<file path="src/core/scs_consts.svh">
// constants for the single contact selection and speed block
`ifndef SCS_CONSTS_SVH
`define SCS_CONSTS_SVH

// selection command codes
`define SCS_CMD_SEARCH 8'hF0
`define SCS_CMD_MATCH 8'h55
`define SCS_CMD_SKIP 8'hCC
`define SCS_CMD_RESUME 8'hA5
`define SCS_CMD_OD_SKIP 8'h3C
`define SCS_CMD_OD_MATCH 8'h69

// frame sizes
`define SCS_CMD_BITS 8
`define SCS_ID_BITS 64

// clock rate
`define SCS_CLK_MHZ 100

// times in their own units
`define SCS_T_RST_STD_US 480
`define SCS_T_RST_OD_US 48
`define SCS_T_SMP_STD_NS 30000
`define SCS_T_SMP_OD_NS 3000
`define SCS_T_FILT_NS 300
`define SCS_T_REH_STD_NS 1000
`define SCS_T_REH_OD_NS 500

// least times rounded up to cycles
`define SCS_RST_STD_CYC (`SCS_T_RST_STD_US * `SCS_CLK_MHZ)
`define SCS_RST_OD_CYC (`SCS_T_RST_OD_US * `SCS_CLK_MHZ)
`define SCS_SMP_STD_CYC ((`SCS_T_SMP_STD_NS * `SCS_CLK_MHZ + 999) / 1000)
`define SCS_SMP_OD_CYC ((`SCS_T_SMP_OD_NS * `SCS_CLK_MHZ + 999) / 1000)
`define SCS_FILT_CYC ((`SCS_T_FILT_NS * `SCS_CLK_MHZ + 999) / 1000)
`define SCS_REH_STD_CYC ((`SCS_T_REH_STD_NS * `SCS_CLK_MHZ + 999) / 1000)
`define SCS_REH_OD_CYC ((`SCS_T_REH_OD_NS * `SCS_CLK_MHZ + 999) / 1000)

`endif

</file>
<file path="src/core/scs_pkg.sv">
// types for the single contact selection and speed block
package scs_pkg;

	// network layer states, gray along idle-cmd-addr-search-select-deselect
	typedef enum logic [2:0] {
		SCS_ST_IDLE = 3'b000,
		SCS_ST_CMD = 3'b001,
		SCS_ST_ADDR = 3'b011,
		SCS_ST_SEARCH = 3'b010,
		SCS_ST_SEL = 3'b110,
		SCS_ST_DESEL = 3'b111
	} scs_state_t;

	// one received bit handed to the function layer
	typedef struct packed {
		logic valid;
		logic value;
	} scs_bit_t;

	// slot front end status
	typedef struct packed {
		logic start;
		logic in_slot;
	} scs_front_t;

endpackage

</file>
<file path="src/core/scs_edge_front.sv">
// slot start detector with falling edge filter and rising edge hold-off
`timescale 1ns/1ps
`include "scs_consts.svh"

module scs_edge_front import scs_pkg::*; (
	// clock and reset
	input wire logic i_clk,
	input wire logic i_rst,
	// synchronised line level and speed
	input wire logic i_line,
	input wire logic i_od,
	// slot status
	output scs_front_t o_front
);

	logic [7:0] filt_q;
	logic [7:0] filt_d;
	logic [7:0] hold_q;
	logic [7:0] hold_d;
	logic in_slot_q;
	logic start_q;
	logic filt_done;
	logic low_ok;
	logic rise;
	logic take;

	// low run length, saturating one below the filter length
	assign filt_done = (filt_q >= 8'(`SCS_FILT_CYC - 1));
	assign filt_d = i_line ? 8'h00 : (filt_done ? filt_q : filt_q + 8'h01);
	// filter only at standard speed
	assign low_ok = !i_line && (i_od || filt_done);
	// end of slot, hold-off window opens
	assign rise = in_slot_q && i_line;
	// low after hold-off is a slot start, even if it began inside it
	assign take = !in_slot_q && (hold_q == 8'h00) && low_ok;
	assign hold_d = rise ? (i_od ? 8'(`SCS_REH_OD_CYC) : 8'(`SCS_REH_STD_CYC)) :
		((hold_q != 8'h00) ? hold_q - 8'h01 : 8'h00);

	// filter and hold-off counters
	always_ff @(posedge i_clk) begin
		if (i_rst) begin
			filt_q <= 8'h00;
			hold_q <= 8'h00;
		end else begin
			filt_q <= filt_d;
			hold_q <= hold_d;
		end
	end

	// slot state
	always_ff @(posedge i_clk) begin
		if (i_rst) begin
			in_slot_q <= 1'b0;
			start_q <= 1'b0;
		end else begin
			in_slot_q <= take ? 1'b1 : (rise ? 1'b0 : in_slot_q);
			start_q <= take;
		end
	end

	assign o_front = '{start: start_q, in_slot: in_slot_q};

endmodule

</file>
<file path="src/core/scs_select_top.sv">
// network selection and speed control behind the single contact pin
`timescale 1ns/1ps
`include "scs_consts.svh"

// How it works
// - commands are eight bits after presence
// - skip code selects without identifier
// - resume selects when resume flag set
// - match, search, overdrive-match set resume flag
// - failed match or lost search clears resume flag
// - overdrive-skip sets overdrive and selects
// - long reset pulse clears overdrive
// - overdrive-match sends code then identifier, match sets overdrive
// - only full 64-bit match selects
// - mismatched device idles until reset
// - overdrive kept when another device matched
// - falling edge filter at standard speed only
// - glitches ignored during rising edge hold-off
// - low beyond hold-off starts a slot
module scs_select_top import scs_pkg::*; #(
	parameter int RST_STD_CYC = `SCS_RST_STD_CYC,
	parameter int RST_OD_CYC = `SCS_RST_OD_CYC
) (
	// clock and reset
	input wire logic i_clk,
	input wire logic i_rst,
	// bus pin, receive side
	input wire logic i_line,
	// stored identifier
	input wire logic [63:0] i_rom_id,
	// search engine answer
	input wire logic i_search_done,
	input wire logic i_search_won,
	// speed and selection state
	output logic o_overdrive,
	output logic o_resume_flag,
	output logic o_selected,
	output logic o_search_req,
	output logic o_reset_seen,
	// bits for the function layer
	output scs_bit_t o_fn_bit
);

	scs_state_t state_q;
	scs_state_t state_d;
	scs_front_t front;
	logic sync1_q;
	logic sync2_q;
	logic slot_prev_q;
	logic [16:0] low_q;
	logic [16:0] low_d;
	logic smp_q;
	logic [6:0] cnt_q;
	logic [6:0] cnt_d;
	logic [7:0] sh_q;
	logic [7:0] sh_d;
	logic mis_q;
	logic mis_d;
	logic od_q;
	logic od_d;
	logic rc_q;
	logic rc_d;
	logic sel_q;
	logic sreq_q;
	logic rst_seen_q;
	scs_bit_t fn_q;
	logic [16:0] smp_at;
	logic slot_end;
	logic rst_hit;
	logic long_rst;
	logic bit_ev;
	logic cmd_last;
	logic id_last;
	logic id_bit;
	logic [7:0] cmd;
	logic bad_bit;

	// low time reaches a limit
	function automatic logic reached(input logic [16:0] c, input int lim);
		reached = (c >= 17'(lim));
	endfunction

	// two flip-flop synchroniser for the pin
	always_ff @(posedge i_clk) begin
		if (i_rst) begin
			sync1_q <= 1'b1;
			sync2_q <= 1'b1;
		end else begin
			sync1_q <= i_line;
			sync2_q <= sync1_q;
		end
	end

	scs_edge_front u_front (
		.i_clk(i_clk),
		.i_rst(i_rst),
		.i_line(sync2_q),
		.i_od(od_q),
		.o_front(front)
	);

	// slot timing decode
	assign smp_at = od_q ? 17'(`SCS_SMP_OD_CYC) : 17'(`SCS_SMP_STD_CYC);
	assign low_d = front.start ? 17'h00000 : ((&low_q) ? low_q : low_q + 17'h00001);
	assign slot_end = slot_prev_q && !front.in_slot;
	assign rst_hit = reached(low_q, od_q ? RST_OD_CYC : RST_STD_CYC);
	assign long_rst = reached(low_q, RST_STD_CYC);
	assign bit_ev = slot_end && !rst_hit;

	// low time counter and write sample
	always_ff @(posedge i_clk) begin
		if (i_rst) begin
			slot_prev_q <= 1'b0;
			low_q <= 17'h00000;
			smp_q <= 1'b0;
		end else begin
			slot_prev_q <= front.in_slot;
			low_q <= low_d;
			// a slot that ends before the sample point is a write one
			smp_q <= front.start ? 1'b1 : ((front.in_slot && low_q == smp_at) ? sync2_q : smp_q);
		end
	end

	// bit framing decode
	assign cmd = {smp_q, sh_q[7:1]};
	assign cmd_last = (cnt_q == 7'(`SCS_CMD_BITS - 1));
	assign id_last = (cnt_q == 7'(`SCS_ID_BITS - 1));
	assign id_bit = i_rom_id[cnt_q[5:0]];
	assign bad_bit = mis_q || (smp_q != id_bit);

	// network layer sequencing
	always_comb begin
		state_d = state_q;
		cnt_d = cnt_q;
		sh_d = sh_q;
		mis_d = mis_q;
		od_d = od_q;
		rc_d = rc_q;
		if (slot_end && rst_hit) begin
			state_d = SCS_ST_CMD;
			cnt_d = 7'h00;
			mis_d = 1'b0;
			if (long_rst) begin
				od_d = 1'b0;
			end
		end else begin
			case (state_q)
				SCS_ST_CMD: begin
					if (bit_ev) begin
						sh_d = cmd;
						cnt_d = cmd_last ? 7'h00 : cnt_q + 7'h01;
						if (cmd_last) begin
							case (cmd)
								`SCS_CMD_SKIP: state_d = SCS_ST_SEL;
								`SCS_CMD_RESUME: state_d = rc_q ? SCS_ST_SEL : SCS_ST_DESEL;
								`SCS_CMD_OD_SKIP: begin
									od_d = 1'b1;
									state_d = SCS_ST_SEL;
								end
								`SCS_CMD_MATCH: state_d = SCS_ST_ADDR;
								`SCS_CMD_OD_MATCH: state_d = SCS_ST_ADDR;
								`SCS_CMD_SEARCH: state_d = SCS_ST_SEARCH;
								default: state_d = SCS_ST_DESEL;
							endcase
						end
					end
				end
				SCS_ST_ADDR: begin
					if (bit_ev) begin
						mis_d = bad_bit;
						cnt_d = cnt_q + 7'h01;
						if (id_last) begin
							state_d = bad_bit ? SCS_ST_DESEL : SCS_ST_SEL;
							rc_d = !bad_bit;
							// a mismatch leaves the speed flag alone
							od_d = (!bad_bit && sh_q == `SCS_CMD_OD_MATCH) ? 1'b1 : od_q;
						end
					end
				end
				SCS_ST_SEARCH: begin
					if (i_search_done) begin
						state_d = i_search_won ? SCS_ST_SEL : SCS_ST_DESEL;
						rc_d = i_search_won;
					end
				end
				SCS_ST_SEL: state_d = SCS_ST_SEL;
				SCS_ST_DESEL: state_d = SCS_ST_DESEL;
				SCS_ST_IDLE: state_d = SCS_ST_IDLE;
				default: state_d = SCS_ST_IDLE;
			endcase
		end
	end

	// state and flags
	always_ff @(posedge i_clk) begin
		if (i_rst) begin
			state_q <= SCS_ST_IDLE;
			cnt_q <= 7'h00;
			sh_q <= 8'h00;
			mis_q <= 1'b0;
			od_q <= 1'b0;
			rc_q <= 1'b0;
		end else begin
			state_q <= state_d;
			cnt_q <= cnt_d;
			sh_q <= sh_d;
			mis_q <= mis_d;
			od_q <= od_d;
			rc_q <= rc_d;
		end
	end

	// registered outputs
	always_ff @(posedge i_clk) begin
		if (i_rst) begin
			sel_q <= 1'b0;
			sreq_q <= 1'b0;
			rst_seen_q <= 1'b0;
			fn_q <= '{valid: 1'b0, value: 1'b0};
		end else begin
			sel_q <= (state_d == SCS_ST_SEL);
			sreq_q <= (state_d == SCS_ST_SEARCH);
			rst_seen_q <= slot_end && rst_hit;
			fn_q <= '{valid: bit_ev && state_q == SCS_ST_SEL, value: smp_q};
		end
	end

	assign o_overdrive = od_q;
	assign o_resume_flag = rc_q;
	assign o_selected = sel_q;
	assign o_search_req = sreq_q;
	assign o_reset_seen = rst_seen_q;
	assign o_fn_bit = fn_q;

endmodule

</file>
<file path="config.mk">
export PLATFORM = sky130hd
export DESIGN_NAME = scs_select_top
export DESIGN_NICKNAME = d
export VERILOG_FILES = /design/src/core/scs_pkg.sv /design/src/core/scs_edge_front.sv /design/src/core/scs_select_top.sv
export VERILOG_INCLUDE_DIRS = /design/src /design/src/core
export SDC_FILE = /design/constraint.sdc
export NUM_CORES = 1
export LEC_CHECK = 0
export ABC_CLOCK_PERIOD_IN_PS = 4600
export BUFFER_PORTS_ARGS = -buffer_cell sky130_fd_sc_hd__buf_2
export CAP_MARGIN = 0
export CORE_MARGIN = 2
export CORE_UTILIZATION = 45
export DETAILED_ROUTE_END_ITERATION = 10
export HOLD_SLACK_MARGIN = 0.1
export PLACE_DENSITY_LB_ADDON = 0.2
export SETUP_SLACK_MARGIN = 0.02
export SYNTH_ARGS = -nofsm -noshare
export SYNTH_HDL_FRONTEND = slang
export SYNTH_SLANG_ARGS = --single-unit
</file>
<file path="constraint.sdc">
create_clock -name i_clk -period 4.6 [get_ports i_clk]
set_input_delay 0.69 -clock i_clk [delete_from_list [all_inputs] [get_ports i_clk]]
set_output_delay 0.69 -clock i_clk [all_outputs]
set_load 0.02 [all_outputs]
</file>
==> flow_metrics.py <==
metrics = {
    "route": {
        "firstDrtPassIters": 4,
        "first_iter_violations": 163,
        "antenna_left": 0,
        "post_drt_wl_per_cell_um": 14.0,
        "drc_errors": 0,
        "routed_wl_um": 8960,
        "via_per_inst": 5.55,
        "vias": 3541,
    },
    "logic_synthesis": {
        "avgSynthCellArea_um2": 8.56,
        "synth_edf_count": 0,
        "ys_seq_elements": 65,
        "syn_inst": 457,
        "syn_nets": 539,
        "synthArstFlopShare_pct": 0,
        "synthFlopType": "dfxtp_1",
        "synth.distinct_cells": 58,
        "seq_area_frac_synth_pct": 33.3,
        "synthesis.area_mm2": 0.00391,
        "yosysWarnings": 0,
    },
    "timing": {
        "relSlewSlack_pct": 36.2,
        "setup_violations": 0,
        "worst_pin_slew_ps": 949,
        "rsz0062_at_grt": "no",
        "finClkSkew_ps": 9.17,
        "hold_violations": 0,
        "setup-tns-final_ps": 0,
        "fin_crit_sh_pct": 65.2,
        "fmax_ghz": 0.334,
        "period_needed_ps": 3000,
        "drv_slew": 0,
        "hold-worst-slack_ps": 421,
        "setup_slack_ps": 1600,
    },
    "clocking": {
        "cts_buffer_depth": 2,
        "cts_resized": 0,
        "path_clk_slew_ps": 70,
        "numClockSinks": 65,
        "clock_latency_ps": 340,
        "cts_tree": "done",
        "htreeDepth": 3,
        "cts-root-buf": "clkbuf_8",
        "post-cts-setup-buffers": 0,
        "hold_buffers": 0,
        "numCtsBuffers": 9,
    },
    "global_route": {
        "grt_use_total_pct": 19.4,
        "grt_max_degree": 29,
        "grt_pass1_wl_um": 15500,
        "grt_pass1_vias": 3424,
        "grt.overflow.total": 0,
        "antenna_found_initial": 0,
    },
    "cells_and_area": {
        "final_common_cell": "buf_2",
        "layout-drive-gt1-share_pct": 20.6,
        "nets": 607,
        "most-common-layout-cells": "buf_2 (75), dfxtp_1 (65), nor2_1 (56), mux2i_1 (30), nand2_1 (27)",
        "syn2layout_area_growth_pct": 15.5,
        "antennaDiodeCount": 0,
        "final_cell_area_mm2": 0.00452,
    },
    "placement": {
        "dp_hpwl_um": 6810,
        "gp_congestion": 0.933,
        "portBuffers": 75,
        "dpl_cell_area_mm2": 0.00435,
        "pre_cts_ws_ps": 1570,
    },
    "floorplanning": {
        "fp.dieH_um": 97.2,
        "core_mm2": 0.00859,
        "io_pins": 76,
        "die_area_mm2": 0.00946,
        "num_rows": 34,
        "start_util_pct": 45.5,
        "fp.dieW_um": 97.2,
    },
    "pwr": {
        "power.density_mw_per_mm2": 282,
        "p_leak_nw": 1.72,
        "peakVddDrop_uv": 341,
    },
    "critical_path": {
        "path_max_fanout": 18,
        "crit_path_end_kind": "flop",
        "cp.arrival_ps": 3260,
        "critPathLaunchType": "flop",
        "worstSetupPathType": "flop to flop",
        "worstPathRequired_ps": 4860,
    },
    "hold_path": {
        "hp-class": "flop to flop",
    },
    "flow_run": {
        "max_cap_violations": 0,
    },
    "run_status": {
        "status": "completed",
    },
}
==> metal layers <==
| metal | global-route usage (%) | share of wire, % |
|---|---|---|
| met1 | 25.6 | 47 |
| met2 | 31.5 | 45 |
| met3 | 5.32 | 6.9 |
| met4 | 5.13 | 0.96 |
| met5 | 0 | 0 |
==> metrics by stage <==
step                std cells  utilization (%)  power (mW)
finish                    638             52.6        1.27
global route              638             52.6        1.34
CTS                       638             52.6        1.29
detailed placement        622             50.6       0.853
global placement          622             50.6       0.848
floorplan                 457                -       0.792
==> critical path, cell delays in order (launching register included) <==
cell and delay [ps]:
dfxtp_1 830, mux2i_1 160, mux4_2 480, and2_4 180, or4_4 520, a221oi_2 380, a311oi_1 150, a211oi_1 210
==> power by group <==
part | switching [mW] | total (mW) | internal, mW
registers | 0.0271 | 0.621 | 0.594
logic | 0.110 | 0.222 | 0.112
clock network | 0.207 | 0.432 | 0.225
==> layout make-up <==
| cell class | count | area, um^2 |
|---|---|---|
| well taps | 108 | 135 |
| repair buffers | 76 | 383 |
| clock inverters | 2 | 12.5 |
| fillers | 837 | 4070 |
| inverters | 19 | 71.3 |
| flip-flops and latches | 65 | 1300 |
| multi-input cells | 354 | 2450 |
| clock buffers | 14 | 163 |
==> kinds of logic after synthesis <==
logic type | count (synthesis) | share of synthesized area (%)
AND/OR/NAND/NOR | 206 | 28.6
AO/OA/AOI/OAI | 73 | 12.6
flip-flops | 65 | 33.3
multiplexers | 39 | 12.3
buffers and inverters | 38 | 4.00
XOR/XNOR | 23 | 5.15
adder cells (fa/ha/maj) | 13 | 4.16
==> worst paths after layout <==
kind | slack (ps) | depth (start not counted) | endpoint | from
setup / recovery | 1600 | 7 | o_overdrive | cnt_q[1]
hold / removal | 420 | 1 | sync2_q | sync1_q
setup reg to reg | 1600 | 7 | o_overdrive | cnt_q[1]
hold reg to reg | 420 | 1 | sync2_q | sync1_q
==> flip-flops by register name (all words and copies together) (netlist names) <==
register           cells
o_selected             1
u_front.in_slot_q      1
slot_prev_q            1
u_front.hold_q         8
o_fn_bit               2
cnt_q                  7
low_q                 17
o_resume_flag          1
u_front.start_q        1
mis_q                  1
state_q                3
smp_q                  1
sync2_q                1
o_overdrive            1
u_front.filt_q         8
o_reset_seen           1
o_search_req           1
sync1_q                1
sh_q                   8
==> Yosys cell counts (all sizes together) (3+ instances only) <==
cell    number  share of area [%]
or3          8                1.3
inv         19                1.8
nor3        10                1.3
mux2i       30                7.7
mux4         7                4.0
buf          6               0.93
nor2b       12                1.9
a22oi        6                1.2
nand3       18                2.3
nand2b      10                1.6
o21a         3               0.58
o21ai       13                1.7
or4          3               0.67
nor4        11                1.8
or2          6               0.96
ha          13                4.2
clkbuf      13                1.2
xnor2       17                3.8
a21oi       20                2.6
dfxtp       65                 33
a31oi        8                1.3
nand4b       5                1.1
and3         3               0.48
xor2         6                1.3
nor2        56                5.4
nor4bb       5                1.3
nor3b        3               0.58
and2         6                1.0
nand3b       9                1.7
nand2       27                2.6
o41ai        3               0.86
a211oi       3               0.58
nand4        9                1.4
(Power assumes the default switching activity.)
